**config.mk**
```make
export PLATFORM = sky130hd
export DESIGN_NAME = pwg_command_write_guard
export DESIGN_NICKNAME = d
export VERILOG_FILES = /design/src/logic/pwg_pkg.sv /design/src/logic/pwg_command_write_guard.sv /design/src/logic/pwg_group_map.sv /design/src/logic/pwg_std_protect.sv
export SDC_FILE = /design/constraint.sdc
export NUM_CORES = 1
export LEC_CHECK = 0
export BUFFER_PORTS_ARGS = -buffer_cell sky130_fd_sc_hd__buf_2
export CAP_MARGIN = 20
export CORE_MARGIN = 3
export CORE_UTILIZATION = 36
export DETAILED_ROUTE_END_ITERATION = 12
export PLACE_DENSITY_LB_ADDON = 0.05
export SYNTH_ARGS = -nofsm -noshare
export SYNTH_HDL_FRONTEND = slang
export SYNTH_SLANG_ARGS = --single-unit
```
**constraint.sdc**
```tcl
create_clock -name clk_sys -period 1.85 [get_ports clk_sys]
set_input_delay 0.0925 -clock clk_sys [delete_from_list [all_inputs] [get_ports clk_sys]]
set_output_delay 0.0925 -clock clk_sys [all_outputs]
set_load 0.01 [all_outputs]
```
**src/logic/pwg_pkg.sv**
```systemverilog
// Purpose: shared constants for the command write guard
// Assumes: command codes are eight bits, data words sixteen bits
// Notes:   vendor configuration codes and strap/address codes are local picks
package pwg_pkg;
   // ---------------------------------------------------------------
   // lock word layout
   // ---------------------------------------------------------------
   localparam int LOCK_W = 9;
   localparam int DATA_W = 16;
   localparam int BIT_MARGIN = 8;
   localparam int BIT_RUN = 7;
   localparam int BIT_SETUP = 6;
   localparam int BIT_INPUT = 5;
   localparam int BIT_TIMING = 4;
   localparam int BIT_IDENT = 3;
   localparam int BIT_STRAP = 2;
   localparam int BIT_KEY = 1;
   localparam int BIT_SAVE = 0;

   // ---------------------------------------------------------------
   // guard-owned command codes
   // ---------------------------------------------------------------
   localparam logic [7:0] CMD_KEY = 8'hFA;
   localparam logic [7:0] CMD_LOCK = 8'hFB;
   localparam logic [7:0] CMD_TAG = 8'hFC;
   localparam logic [7:0] CMD_STORE_ALL = 8'h15;
   localparam logic [7:0] CMD_WRITE_PROTECT = 8'h10;

   // ---------------------------------------------------------------
   // governed command codes, in code order
   // ---------------------------------------------------------------
   localparam logic [7:0] CMD_RUN_CTRL = 8'h01;
   localparam logic [7:0] CMD_ONOFF_CFG = 8'h02;
   localparam logic [7:0] CMD_VOUT_SET = 8'h21;
   localparam logic [7:0] CMD_MARGIN_HI = 8'h25;
   localparam logic [7:0] CMD_MARGIN_LO = 8'h26;
   localparam logic [7:0] CMD_SLEW_RATE = 8'h27;
   localparam logic [7:0] CMD_FREQ_SWITCH = 8'h33;
   localparam logic [7:0] CMD_IN_ON_LEVEL = 8'h35;
   localparam logic [7:0] CMD_IN_OFF_LEVEL = 8'h36;
   localparam logic [7:0] CMD_INTERLEAVE = 8'h37;
   localparam logic [7:0] CMD_IN_OV_FAULT = 8'h55;
   localparam logic [7:0] CMD_IN_OV_RESP = 8'h56;
   localparam logic [7:0] CMD_IN_OV_WARN = 8'h57;
   localparam logic [7:0] CMD_IN_UV_WARN = 8'h58;
   localparam logic [7:0] CMD_ON_DELAY = 8'h60;
   localparam logic [7:0] CMD_ON_RISE = 8'h61;
   localparam logic [7:0] CMD_ON_MAX_LIMIT = 8'h62;
   localparam logic [7:0] CMD_ON_MAX_RESP = 8'h63;
   localparam logic [7:0] CMD_OFF_DELAY = 8'h64;
   localparam logic [7:0] CMD_OFF_FALL = 8'h65;
   localparam logic [7:0] CMD_MAKER_ID = 8'h99;
   localparam logic [7:0] CMD_MAKER_MODEL = 8'h9A;
   localparam logic [7:0] CMD_MAKER_REV = 8'h9B;
   localparam logic [7:0] CMD_MAKER_SERIAL = 8'h9E;
   // vendor setup block: loop, step response, telemetry, stage, output ok,
   // sync, misc, stacking occupy a contiguous range
   localparam logic [7:0] CMD_SETUP_FIRST = 8'hD0;
   localparam logic [7:0] CMD_SETUP_LAST = 8'hD7;
   localparam logic [7:0] CMD_STRAP_BYPASS = 8'hEE;
   localparam logic [7:0] CMD_BUS_ADDRESS = 8'hEF;

   // ---------------------------------------------------------------
   // standard write-protect levels and read answers
   // ---------------------------------------------------------------
   localparam logic [7:0] WP_ALL = 8'h80;
   localparam logic [7:0] WP_KEEP_RUN = 8'h40;
   localparam logic [7:0] WP_KEEP_SET = 8'h20;
   localparam logic [15:0] KEY_ZERO = 16'h0000;
   localparam logic [15:0] KEY_STAT_OPEN = 16'h0000;
   localparam logic [15:0] KEY_STAT_SHUT = 16'h000F;
   localparam logic [15:0] READ_NONE = 16'h0000;
   // arbitrary neutral identification value
   localparam logic [15:0] TAG_DEFAULT = 16'h5A3C;

   typedef enum logic [0:0] {PWG_BOOT, PWG_READY} pwg_state_t;
endpackage : pwg_pkg

```
**src/logic/pwg_command_write_guard.sv**
```systemverilog
// Purpose: per-group write locks, access-code gate and fixed tag word
// Assumes: command strobes come from the bus decoder on clk_sys
// Notes:   nonvolatile load strobe serves both boot and restore
module pwg_command_write_guard #(
   parameter int LOCK_W = pwg_pkg::LOCK_W,
   parameter int DATA_W = pwg_pkg::DATA_W,
   parameter logic [15:0] TAG_VALUE = pwg_pkg::TAG_DEFAULT
) (
   // clock and reset
   input wire logic clk_sys,
   input wire logic rst,
   // command strobe from the bus decoder
   input wire logic cmdValid,
   input wire logic cmdWrite,
   input wire logic [7:0] cmdCode,
   input wire logic [DATA_W-1:0] cmdData,
   // live standard write-protect level
   input wire logic [7:0] protectLevel,
   // nonvolatile backup load (boot or restore)
   input wire logic nvmLoad,
   input wire logic [LOCK_W-1:0] nvmLockWord,
   input wire logic [DATA_W-1:0] nvmKeyWord,
   // answer to the bus decoder
   output logic ackValid,
   output logic writeGrant,
   output logic writeRefused,
   output logic [DATA_W-1:0] readData,
   // state seen by the rest of the device
   output logic [LOCK_W-1:0] lockBits,
   output logic keyOpen,
   output logic bootDone
);
   // ---------------------------------------------------------------
   // elaboration checks
   // ---------------------------------------------------------------
   if (LOCK_W != pwg_pkg::LOCK_W) begin : g_bad_lock
      $error("lock width must match the nine decoded groups");
   end
   if (DATA_W != pwg_pkg::DATA_W) begin : g_bad_data
      $error("data width must be one sixteen-bit word");
   end

   // ---------------------------------------------------------------
   // state
   // ---------------------------------------------------------------
   pwg_pkg::pwg_state_t state_reg;
   logic [LOCK_W-1:0] lock_reg;
   logic [DATA_W-1:0] bootKey_reg;
   logic [DATA_W-1:0] activeKey_reg;
   logic keyOpen_reg;
   logic ack_reg;
   logic grant_reg;
   logic refuse_reg;
   logic [DATA_W-1:0] rdData_reg;
   logic bootDone_reg;

   // ---------------------------------------------------------------
   // decode
   // ---------------------------------------------------------------
   logic [LOCK_W-1:0] groupHit;
   logic isLockCmd;
   logic isTagCmd;
   logic stdBlocked;
   logic lockHit;
   logic allow_next;
   logic hostWrite;
   logic [DATA_W-1:0] rdData_next;

   pwg_group_map u_map (
      .cmdCode(cmdCode),
      .groupHit(groupHit),
      .isLockCmd(isLockCmd),
      .isTagCmd(isTagCmd)
   );

   pwg_std_protect u_std (
      .protectLevel(protectLevel),
      .cmdCode(cmdCode),
      .blocked(stdBlocked)
   );

   // each bit only meets its own group
   assign lockHit = |(groupHit & lock_reg);
   assign hostWrite = cmdValid && cmdWrite && !nvmLoad;

   // ---------------------------------------------------------------
   // write verdict
   // ---------------------------------------------------------------
   // one verdict per strobe; the target acts only on a grant
   always_comb begin
      allow_next = 1'b0;
      // nothing writes before the backup is loaded
      if (state_reg == pwg_pkg::PWG_READY) begin
         if (isTagCmd) begin
            allow_next = 1'b0;
         end else if (isLockCmd) begin
            // lock word needs an open access code
            allow_next = keyOpen_reg;
         end else if (groupHit[pwg_pkg::BIT_KEY]) begin
            // access code frozen by its lock bit, else standard protect
            allow_next = !lock_reg[pwg_pkg::BIT_KEY] && !stdBlocked;
         end else if (groupHit[pwg_pkg::BIT_SAVE]) begin
            // save also needs protect and code clear
            allow_next = !lock_reg[pwg_pkg::BIT_SAVE] && !stdBlocked && keyOpen_reg;
         end else begin
            // group lock on top of standard protect
            allow_next = !lockHit && !stdBlocked;
         end
      end
   end

   // ---------------------------------------------------------------
   // read mux
   // ---------------------------------------------------------------
   // the access code itself is never read back, only its state
   always_comb begin
      rdData_next = pwg_pkg::READ_NONE;
      if (isTagCmd) begin
         rdData_next = TAG_VALUE;
      end else if (isLockCmd) begin
         rdData_next = {{(DATA_W-LOCK_W){1'b0}}, lock_reg};
      end else if (groupHit[pwg_pkg::BIT_KEY]) begin
         rdData_next = keyOpen_reg ? pwg_pkg::KEY_STAT_OPEN : pwg_pkg::KEY_STAT_SHUT;
      end
   end

   // ---------------------------------------------------------------
   // boot sequencing
   // ---------------------------------------------------------------
   // ready only after the backup strobe
   always_ff @(posedge clk_sys) begin
      if (rst) begin
         state_reg <= pwg_pkg::PWG_BOOT;
         bootDone_reg <= 1'b0;
      end else if (nvmLoad) begin
         state_reg <= pwg_pkg::PWG_READY;
         bootDone_reg <= 1'b1;
      end
   end

   // ---------------------------------------------------------------
   // lock word
   // ---------------------------------------------------------------
   // backup load wins over a host write in the same cycle, so a
   // restore can never be half-overwritten
   always_ff @(posedge clk_sys) begin
      if (rst) begin
         lock_reg <= '0;
      end else if (nvmLoad) begin
         // boot and restore both reload the whole lock word
         lock_reg <= nvmLockWord;
      end else if (hostWrite && isLockCmd && allow_next) begin
         // after boot with a nonzero code this path stays shut until that code is matched
         lock_reg <= cmdData[LOCK_W-1:0];
      end
   end

   // ---------------------------------------------------------------
   // access code
   // ---------------------------------------------------------------
   // the boot copy is what unlocks; an open code takes new values
   // that only matter once stored and rebooted
   always_ff @(posedge clk_sys) begin
      if (rst) begin
         bootKey_reg <= pwg_pkg::KEY_ZERO;
         activeKey_reg <= pwg_pkg::KEY_ZERO;
         keyOpen_reg <= 1'b0;
      end else if (nvmLoad && state_reg == pwg_pkg::PWG_BOOT) begin
         bootKey_reg <= nvmKeyWord;
         activeKey_reg <= nvmKeyWord;
         keyOpen_reg <= (nvmKeyWord == pwg_pkg::KEY_ZERO);
      end else if (hostWrite && groupHit[pwg_pkg::BIT_KEY] && allow_next) begin
         // reached only while the key lock bit is clear
         if (keyOpen_reg) begin
            activeKey_reg <= cmdData;
         end else if (cmdData == bootKey_reg) begin
            keyOpen_reg <= 1'b1;
         end
      end
   end

   // ---------------------------------------------------------------
   // answer
   // ---------------------------------------------------------------
   // every strobe is answered one cycle later, reads and writes alike
   always_ff @(posedge clk_sys) begin
      if (rst) begin
         ack_reg <= 1'b0;
         grant_reg <= 1'b0;
         refuse_reg <= 1'b0;
      end else begin
         ack_reg <= cmdValid;
         // no grant, so the target keeps its value
         grant_reg <= cmdValid && cmdWrite && allow_next;
         // tag writes never count as refused
         refuse_reg <= cmdValid && cmdWrite && !allow_next && !isTagCmd;
      end
   end

   // read word held until the next read strobe
   always_ff @(posedge clk_sys) begin
      if (rst) begin
         rdData_reg <= pwg_pkg::READ_NONE;
      end else if (cmdValid && !cmdWrite) begin
         rdData_reg <= rdData_next;
      end
   end

   // ---------------------------------------------------------------
   // outputs
   // ---------------------------------------------------------------
   assign ackValid = ack_reg;
   assign writeGrant = grant_reg;
   assign writeRefused = refuse_reg;
   assign readData = rdData_reg;
   assign lockBits = lock_reg;
   assign keyOpen = keyOpen_reg;
   assign bootDone = bootDone_reg;
endmodule : pwg_command_write_guard

```
**src/logic/pwg_group_map.sv**
```systemverilog
// Purpose: maps a command code onto the lock bit that governs it
// Assumes: one-hot result, all zero for ungoverned commands
// Notes:   purely combinational; the guard registers its decision
module pwg_group_map (
   // command under test
   input wire logic [7:0] cmdCode,
   // decode results
   output logic [pwg_pkg::LOCK_W-1:0] groupHit,
   output logic isLockCmd,
   output logic isTagCmd
);
   // ---------------------------------------------------------------
   // code to group
   // ---------------------------------------------------------------
   // one group per code; codes never overlap between groups
   always_comb begin
      groupHit = '0;
      isLockCmd = (cmdCode == pwg_pkg::CMD_LOCK);
      isTagCmd = (cmdCode == pwg_pkg::CMD_TAG);
      case (cmdCode)
         pwg_pkg::CMD_MARGIN_HI, pwg_pkg::CMD_MARGIN_LO,
         pwg_pkg::CMD_SLEW_RATE: groupHit[pwg_pkg::BIT_MARGIN] = 1'b1;
         pwg_pkg::CMD_RUN_CTRL: groupHit[pwg_pkg::BIT_RUN] = 1'b1;
         pwg_pkg::CMD_FREQ_SWITCH, pwg_pkg::CMD_INTERLEAVE: begin
            groupHit[pwg_pkg::BIT_SETUP] = 1'b1;
         end
         pwg_pkg::CMD_IN_UV_WARN, pwg_pkg::CMD_IN_OV_FAULT,
         pwg_pkg::CMD_IN_OV_WARN, pwg_pkg::CMD_IN_OV_RESP: begin
            groupHit[pwg_pkg::BIT_INPUT] = 1'b1;
         end
         pwg_pkg::CMD_ON_DELAY, pwg_pkg::CMD_ON_RISE, pwg_pkg::CMD_ON_MAX_LIMIT,
         pwg_pkg::CMD_ON_MAX_RESP, pwg_pkg::CMD_OFF_DELAY, pwg_pkg::CMD_OFF_FALL,
         pwg_pkg::CMD_ONOFF_CFG, pwg_pkg::CMD_IN_ON_LEVEL,
         pwg_pkg::CMD_IN_OFF_LEVEL: groupHit[pwg_pkg::BIT_TIMING] = 1'b1;
         pwg_pkg::CMD_MAKER_ID, pwg_pkg::CMD_MAKER_MODEL, pwg_pkg::CMD_MAKER_REV,
         pwg_pkg::CMD_MAKER_SERIAL: groupHit[pwg_pkg::BIT_IDENT] = 1'b1;
         pwg_pkg::CMD_STRAP_BYPASS, pwg_pkg::CMD_BUS_ADDRESS: begin
            groupHit[pwg_pkg::BIT_STRAP] = 1'b1;
         end
         pwg_pkg::CMD_KEY: groupHit[pwg_pkg::BIT_KEY] = 1'b1;
         pwg_pkg::CMD_STORE_ALL: groupHit[pwg_pkg::BIT_SAVE] = 1'b1;
         default: begin
            if (cmdCode >= pwg_pkg::CMD_SETUP_FIRST && cmdCode <= pwg_pkg::CMD_SETUP_LAST) begin
               groupHit[pwg_pkg::BIT_SETUP] = 1'b1;
            end
         end
      endcase
   end
endmodule : pwg_group_map

```
**src/logic/pwg_std_protect.sv**
```systemverilog
// Purpose: decodes the standard write-protect level for one command
// Assumes: protect byte is the live standard write-protect setting
// Notes:   unknown levels protect nothing
module pwg_std_protect (
   // inputs
   input wire logic [7:0] protectLevel,
   input wire logic [7:0] cmdCode,
   // verdict
   output logic blocked
);
   // ---------------------------------------------------------------
   // level decode
   // ---------------------------------------------------------------
   // the protect command itself always stays writable
   always_comb begin
      blocked = 1'b0;
      if (cmdCode != pwg_pkg::CMD_WRITE_PROTECT) begin
         case (protectLevel)
            pwg_pkg::WP_ALL: blocked = 1'b1;
            pwg_pkg::WP_KEEP_RUN: blocked = (cmdCode != pwg_pkg::CMD_RUN_CTRL);
            pwg_pkg::WP_KEEP_SET: begin
               blocked = (cmdCode != pwg_pkg::CMD_RUN_CTRL) &&
                         (cmdCode != pwg_pkg::CMD_ONOFF_CFG) &&
                         (cmdCode != pwg_pkg::CMD_VOUT_SET);
            end
            default: blocked = 1'b0;
         endcase
      end
   end
endmodule : pwg_std_protect

```
* Yosys cells after proc, flatten, opt, wreduce, memory -nomap -nowiden
Index checks and enable logic that the tools add are counted.
** Operators by class
- Shift-type cells :: 0
- Reduce and logical (&&, ||, !) cells :: 37
- Multiplexer cells :: 27
- Add/sub/neg operators :: 0
- Divide/modulo/power cells :: 0
- Bitwise gates (word level) :: 2
- Multipliers :: 0
- Order comparisons :: 2
- Equal/unequal tests :: 37
** Operators with widths (count)
- $eq 8x7->1 const B :: 11
- $eq 8x8->1 const B :: 10
- $eq 8x6->1 const B :: 8
- $mux 9 :: 3
- $reduce_or 25->1 :: 1
- $mux 1 :: 19
- $logic_and 1x1->1 :: 18
- $reduce_or 9->1 :: 2
- $eq 16x16->1 :: 1
- $logic_not 16->1 :: 1
- $mux 15 :: 1
- $and 9x9->9 :: 1
- $eq 8x1->1 const B :: 1
- $eq 8x2->1 const B :: 1
- $eq 8x5->1 const B :: 1
- $ge 8x8->1 const B :: 1
- $le 8x8->1 const B :: 1
- $logic_not 1->1 :: 8
- $mux 4 :: 2
- $ne 8x1->1 const B :: 1
- $ne 8x2->1 const B :: 1
- $ne 8x5->1 const B :: 1
- $ne 8x6->1 const B :: 1
- $reduce_or 4->1 :: 2
- 6 further kinds :: 8
** Storage, ports and cells
- Memory bits (read-only) :: 0
- Memory bits (writable) :: 0
- Memories :: 0
- Latch bits :: 0
- Bits in registers :: 46

* Logic depth before layout (Yosys ltp)
Gate-level depths: netlist of the first run.
- Depth after elaboration :: 16
- Mapped depth :: 8
- Depth with buffers taken out :: 6

* Modules after synthesis
From an unflattened synthesis of the first run, not the netlist that was laid out.
** Second synthesis, totals
- Cell total of the unflattened synthesis :: 282
- Area, all modules :: 2293.4 µm²
** Modules (own cells, without submodules)
- pwg_command_write_guard :: area each 1864.3 µm², sequential area each 800.8 µm², cells an instance 221, times used 1
- pwg_group_map :: area each 314.1 µm², sequential area each 0.0 µm², cells an instance 46, times used 1
- pwg_std_protect :: area each 115.1 µm², sequential area each 0.0 µm², cells an instance 15, times used 1

* Worst setup path after synthesis of the first run
OpenSTA, ideal clock, no wires.
- Kind :: in2reg
- From :: input cmdCode[1]
- To :: register keyOpen_reg, in the netlist keyOpen
- Setup time :: 0.084 ns
- Arrival :: 1.712 ns
- Path buffers :: 1
- Stages on the path :: 7
- Data required time :: 1.766 ns
- Slack :: 0.053 ns
- Cell sequence :: buf_4 or3b_2 a211o_1 a31oi_1 nor4_1 a311o_1 o31ai_2
** On the way
- Word-level cells in the longest chain between the ends :: 15
- Elaborated cells between the ends (all ways) :: 73
- Those cells by class :: 2 x order compare; 33 x eq/ne; 17 x mux; 1 x bitwise; 20 x reduce/logical
** Ends and longest elaborated chain
- start, declared :: line pwg_command_write_guard.sv:15 : input wire logic [7:0] cmdCode,
- $ge 8x8->1, or another cell as far along :: line pwg_group_map.sv:43 : if (cmdCode >= pwg_pkg::CMD_SETUP_FIRST && cmdCode <= pwg_pkg::CMD_SETUP_LAST) begin
- $logic_and 1x1->1, on equally long branches :: line pwg_group_map.sv:43, pwg_std_protect.sv:22
- $mux 1 / $logic_and 1x1->1 (equally long branches) :: line pwg_group_map.sv:43, pwg_std_protect.sv:23
- $pmux 1 s2 / $pmux 1 s3 (equally long branches) :: line pwg_group_map.sv:20, pwg_std_protect.sv:18
- $and 9x9->9 / $mux 1 (equally long branches) :: line pwg_command_write_guard.sv:83, pwg_std_protect.sv:17
- $reduce_or 9->1 / $logic_not 1->1 (equally long branches)
- $logic_not 1->1 / $logic_and 1x1->1 (equally long branches) :: line pwg_command_write_guard.sv:107, pwg_command_write_guard.sv:104
- $logic_and 1x1->1, on equally long branches :: line pwg_command_write_guard.sv:107, pwg_command_write_guard.sv:104
- $mux 1 :: line pwg_command_write_guard.sv:102 : end else if (groupHit[pwg_pkg::BIT_SAVE]) begin
- $mux 1 :: line pwg_command_write_guard.sv:99 : end else if (groupHit[pwg_pkg::BIT_KEY]) begin
- $mux 1 :: line pwg_command_write_guard.sv:96 : end else if (isLockCmd) begin
- $mux 1 :: line pwg_command_write_guard.sv:94 : if (isTagCmd) begin
- $mux 1 :: line pwg_command_write_guard.sv:93 : if (state_reg == pwg_pkg::PWG_READY) begin
- $logic_and 1x1->1 * :: line pwg_command_write_guard.sv:172 : end else if (hostWrite && groupHit[pwg_pkg::BIT_KEY] && allow_next) begin
- $reduce_bool 2->1 (no source line) *
- end signal, assigned :: line pwg_command_write_guard.sv:171 : keyOpen_reg <= (nvmKeyWord == pwg_pkg::KEY_ZERO);
- end, declared :: line pwg_command_write_guard.sv:50 : logic keyOpen_reg;
Every way passes the cells marked *; elsewhere a longest branch is shown, timed or not.
A chain may end at the register's enable or synchronous reset.

* Worst setup path after layout of the first run
- From :: register lock_reg[0], in the netlist lockBits[0]
- To :: register keyOpen_reg, in the netlist keyOpen
** On the way
- Word-level cells in the longest chain between the ends :: 11
- Elaborated cells between the ends (all ways) :: 14
- Those cells by class :: 5 x mux; 1 x bitwise; 8 x reduce/logical
** Ends and longest elaborated chain
- start, declared :: line pwg_command_write_guard.sv:47 : logic [LOCK_W-1:0] lock_reg;
- start signal, assigned :: line pwg_command_write_guard.sv:151 : lock_reg <= nvmLockWord;
- start signal, assigned :: line pwg_command_write_guard.sv:154 : lock_reg <= cmdData[LOCK_W-1:0];
- $and 9x9->9 :: line pwg_command_write_guard.sv:83 : assign lockHit = |(groupHit & lock_reg);
- $reduce_or 9->1 :: line pwg_command_write_guard.sv:83
- $logic_not 1->1 :: line pwg_command_write_guard.sv:107 : allow_next = !lockHit && !stdBlocked;
- $logic_and 1x1->1 :: line pwg_command_write_guard.sv:107
- $mux 1 * :: line pwg_command_write_guard.sv:102
- $mux 1 * :: line pwg_command_write_guard.sv:99
- $mux 1 * :: line pwg_command_write_guard.sv:96
- $mux 1 * :: line pwg_command_write_guard.sv:94
- $mux 1 * :: line pwg_command_write_guard.sv:93
- $logic_and 1x1->1 * :: line pwg_command_write_guard.sv:172
- $reduce_bool 2->1 (no source line) *
Marked as above.

==> flow_summary.toml, run 1 <==
[global_routing]
grt_max_degree = 20
grt_remaining_overflow = 0
grt_pass1_wl_mm = 10.6
grtUsageTotal = 0.184
grt_pass1_vias = 2100
antenna_found_initial = 0

[setup_path]
reg2reg_slack_ns = 0.1
reg2reg_from = "lockBits[0]"
criticalPathCategory = "reg2reg"
arrival_ns = 1.95
crit_fanout = 4
cp_data_required_time_ns = 2.05
startpoint_type = "flip-flop"
cp-end-kind = "flip-flop"
timing.rr.end = "keyOpen"
r2r_cells = 4

[sta]
fmax_mhz = 571
fin_crit_ns = 1.75
finClkSkew_ns = 0.00355
tns_ns = 0
hold_viol = 0
worst_slew_pin_slew_ns = 0.943
worst_hold_slack_ns = 0.0511
finalMaxSlewViolations = 0
setup-violations-final = 0
maxSlewHeadroom = 0.369
period_share = 0.947
setup_slack_ns = 0.0987
rsz0062_at_grt = "no"

[place]
placed_cell_area_um2 = 2780
dpl.cell_count = 435
hpwl_mm = 5.26
gp_routability_congestion = 0.893
dp_slack_ns = -0.117
io_buffer_count = 88

[clock_network]
root_buffer = "clkbuf_8"
cts_hold_buf = 0
clk_pin_slew_ns = 0.08
cts_buffers = 5
worstSkewPairLatency_ns = 0.28
clock_sinks = 40
clockBufferDepth = 2
cts_resized = 0
cts_tree = "done"
h-tree-depth = 2
post_cts_buffers = 0

[die]
die_area_um2 = 7060
initial_utilization = 0.384
die_y_um = 84.0
die_x_um = 84.0
coreArea_um2 = 5710
std_cell_rows = 27
pin_count = 92

[synth]
synth_edf_count = 0
synth-warning-count = 0
syn_area_um2 = 2190
ys_async_sr_fraction = 0
synth_seq_cells = 40
postSynthCellCount = 271
ys_types = 48
yosysTopAreaCellShare = 0.366
synthTopCellsByArea = "dfxtp_1 37%, nand2_1 7.0%, a21oi_1 5.3%"
synthFlopType = "dfxtp_1"
ys_seq_area_frac = 0.366
synth_area_leader_cell = "dfxtp_1"
syn_avg_cell_area_um2 = 8.08

[drt]
drcViolationCount = 0
via_count = 2282
avgViaCountPerCell = 5.15
first_iter_violations = 122
routed_wl_mm = 6.42
dr.pass1.iters = 4
antenna_left = 0
wl_per_cell_um = 14.5

[pwr]
power.density_nw_per_um2 = 706
peakVddDrop_uv = 338
total_power_mw = 2.05
p_leak_nw = 1.33

[layout]
diodes = 0
layout_common_cells = "88 x buf_2, 41 x nand2_1, 40 x dfxtp_1, 29 x nor2_1, 23 x a21oi_1"
stdcell_area_um2 = 2900
final_cells = 443
final_util = 0.509
layout_commonest_cell = "buf_2"
area_delta_synth_final_pct = 32.6
fin_nets = 432
drive_above_1_share = 0.340
largest_reg_flops = 16

[job]
maxCapViolCount = 0

[min_path]
min_to = "bootKey_reg[10]"
min_from = "nvmKeyWord[10]"
min_path_type = "in2reg"
hold_path_depth = 3

[status]
status = "completed"
-- critical path, cell delays in order, from the launching register on --
cell and delay, ns:
dfxtp_1 0.35, or4bb_1 0.49, o21a_1 0.19, a311o_1 0.40
o31ai_2 0.25
-- layer usage --
| metal | vias up | share of wire | GRT usage |
|---|---|---|---|
| met5 | - | 0 | 0 |
| met4 | 0 | 0.0068 | 0.0453 |
| met3 | 4 | 0.070 | 0.0494 |
| met2 | 82 | 0.45 | 0.280 |
| met1 | 1034 | 0.47 | 0.258 |
| li1 | 1162 | - | - |
-- cells by family (layout without fill, tap and decap cells) --
group,after synthesis,count (layout),synth area share
other cells,1,3,0.00171
xor+xnor,18,18,0.0720
compound gates,56,56,0.166
flops,40,40,0.366
buf+inv,23,121,0.0640
mux,9,9,0.0411
simple gates,124,124,0.290
-- synthesized netlist by cell type, drive strengths merged (2+ instances only) --
master / number
nor4: 10
a21oi: 23
a31oi: 3
nand3: 4
nor4b: 3
a221oi: 2
o21ai: 5
nand4: 8
nand2b: 4
inv: 2
mux2i: 9
nor2b: 6
buf: 12
a211oi: 10
xor2: 12
clkbuf: 8
nor3: 4
o31ai: 2
nand2: 41
a22oi: 3
nor2: 29
o21a: 2
and3: 3
or4: 4
dfxtp: 40
xnor2: 6
-- final cells by class --
type | instances | area, um2
fillers | 578 | 2810
multi-input cells | 210 | 1260
flip-flops and latches | 40 | 801
repair buffers | 110 | 618
clock buffers | 7 | 96.3
well taps | 72 | 90.1
clock inverters | 1 | 30.0
inverters | 3 | 11.3
-- report_power, final --
group,internal (mW),switching [mW]
logic,0.160,0.184
clock network,0.476,0.292
registers,0.903,0.0357
-- worst max path at each step --
stage | startpoint | end | slack [ns] | depth (start not counted)
after floorplan | cmdCode[1] | keyOpen | 0.05 | 7
after global placement | cmdCode[6] | keyOpen | -0.08 | 7
after detailed placement | cmdCode[6] | writeGrant | -0.12 | 7
after CTS | lockBits[0] | keyOpen | 0.10 | 4
after global routing | lockBits[0] | writeGrant | 0.02 | 4
final | lockBits[0] | keyOpen | 0.1 | 4
Note: power is estimated with default switching activity, not from simulation.
==> inputs of run 2 (changes only) <==
==> constraint.sdc (replaced) <==
create_clock -name clk_sys -period 1.85 [get_ports clk_sys]
set_input_delay 0.185 -clock clk_sys [delete_from_list [all_inputs] [get_ports clk_sys]]
set_output_delay 0.185 -clock clk_sys [all_outputs]
set_load 0.01 [all_outputs]
==> flow_summary.toml, run 2 (synthesis results as in run 1) <==
[job]
maxCapViolCount = 0

[setup_path]
startpoint_type = "input port"
cp_data_required_time_ns = 2.06
crit_fanout = 4
criticalPathCategory = "in2reg"
arrival_ns = 1.91
cp-end-kind = "flip-flop"

[clock_network]
h-tree-depth = 2
clock_sinks = 40
clk_pin_slew_ns = 0.08
cts_hold_buf = 0
cts_buffers = 5
worstSkewPairLatency_ns = 0.29
cts_resized = 0
root_buffer = "clkbuf_8"
post_cts_buffers = 0
clockBufferDepth = 2
cts_tree = "done"

[die]
initial_utilization = 0.384
coreArea_um2 = 5710
die_area_um2 = 7060
pin_count = 92
std_cell_rows = 27
die_y_um = 84.0
die_x_um = 84.0

[drt]
drcViolationCount = 0
avgViaCountPerCell = 5.18
dr.pass1.iters = 4
via_count = 2337
first_iter_violations = 85
antenna_left = 0
routed_wl_mm = 6.54
wl_per_cell_um = 14.5

[place]
gp_routability_congestion = 0.933
hpwl_mm = 5.30
io_buffer_count = 88
dp_slack_ns = -0.146
dpl.cell_count = 443

[global_routing]
grt_pass1_wl_mm = 10.7
grt_max_degree = 21
antenna_found_initial = 0
grtUsageTotal = 0.184
grt_pass1_vias = 2238
grt_remaining_overflow = 0

[min_path]
min_path_type = "in2reg"

[sta]
maxSlewHeadroom = 0.364
worst_slew_pin_slew_ns = 0.951
fin_crit_ns = 1.70
setup_slack_ns = 0.148
setup-violations-final = 0
tns_ns = 0
rsz0062_at_grt = "no"
fmax_mhz = 588
period_share = 0.920
hold_viol = 0
finClkSkew_ns = 0.00522
finalMaxSlewViolations = 0

[layout]
fin_nets = 440
drive_above_1_share = 0.354
final_cells = 451
diodes = 0
largest_reg_flops = 16
layout_common_cells = "88 x buf_2, 41 x nand2_1, 40 x dfxtp_1, 30 x buf_4, 29 x nor2_1"
area_delta_synth_final_pct = 33.4
layout_commonest_cell = "buf_2"

[pwr]
total_power_mw = 1.89
p_leak_nw = 1.36
power.density_nw_per_um2 = 648
peakVddDrop_uv = 430

[status]
status = "completed"
==> run 2: cell type report <==
type,instances,area (um2)
fill,609,2790
multi-input combinational,210,1260
sequential,40,801
timing repair buffer,118,666
tap,72,90.1
clock buffer,6,82.6
inverter,3,11.3
clock inverter,2,10.0
==> run 2: power by group <==
part	leakage [nW]	total [mW]	switching (mW)	internal, mW
registers	0.328	0.937	0.0344	0.903
clock network	0.0510	0.599	0.301	0.298
logic	0.978	0.358	0.191	0.167
==> run 2: path summary, 6_finish.rpt <==
check | start | end | slack [ns] | cells past startpoint
hold reg to reg | bootKey_reg[11] | bootKey_reg[11] | 0.47 | 2
setup / recovery | cmdCode[6] | keyOpen | 0.15 | 7
setup reg to reg | keyOpen | keyOpen | 0.15 | 4
hold / removal | nvmKeyWord[12] | bootKey_reg[12] | 0.14 | 3
==> run 2: routing by layer <==
layer / track usage / part of all wire
met3: 0.0375 / 0.053
met2: 0.312 / 0.48
met1: 0.237 / 0.45
met4: 0.0512 / 0.0093
met5: 0 / 0
==> run 2: worst max-delay path, cell delays in order <==
cell,delay [ns]
buf_2,0.11
or4_4,0.56
a211o_1,0.25
a31oi_1,0.16
nor4_1,0.08
a311o_1,0.34
o31ai_2,0.23
==> run 2: per-stage QoR <==
stage                     instance area (um2)   util  hold WS [ns]
after floorplan                          2200      -         0.301
after global placement                   2830  0.496         0.441
after detailed placement                 2830  0.496         0.446
after CTS                                2920  0.512         0.136
after global routing                     2920  0.512         0.149
final                                    2920  0.512         0.143
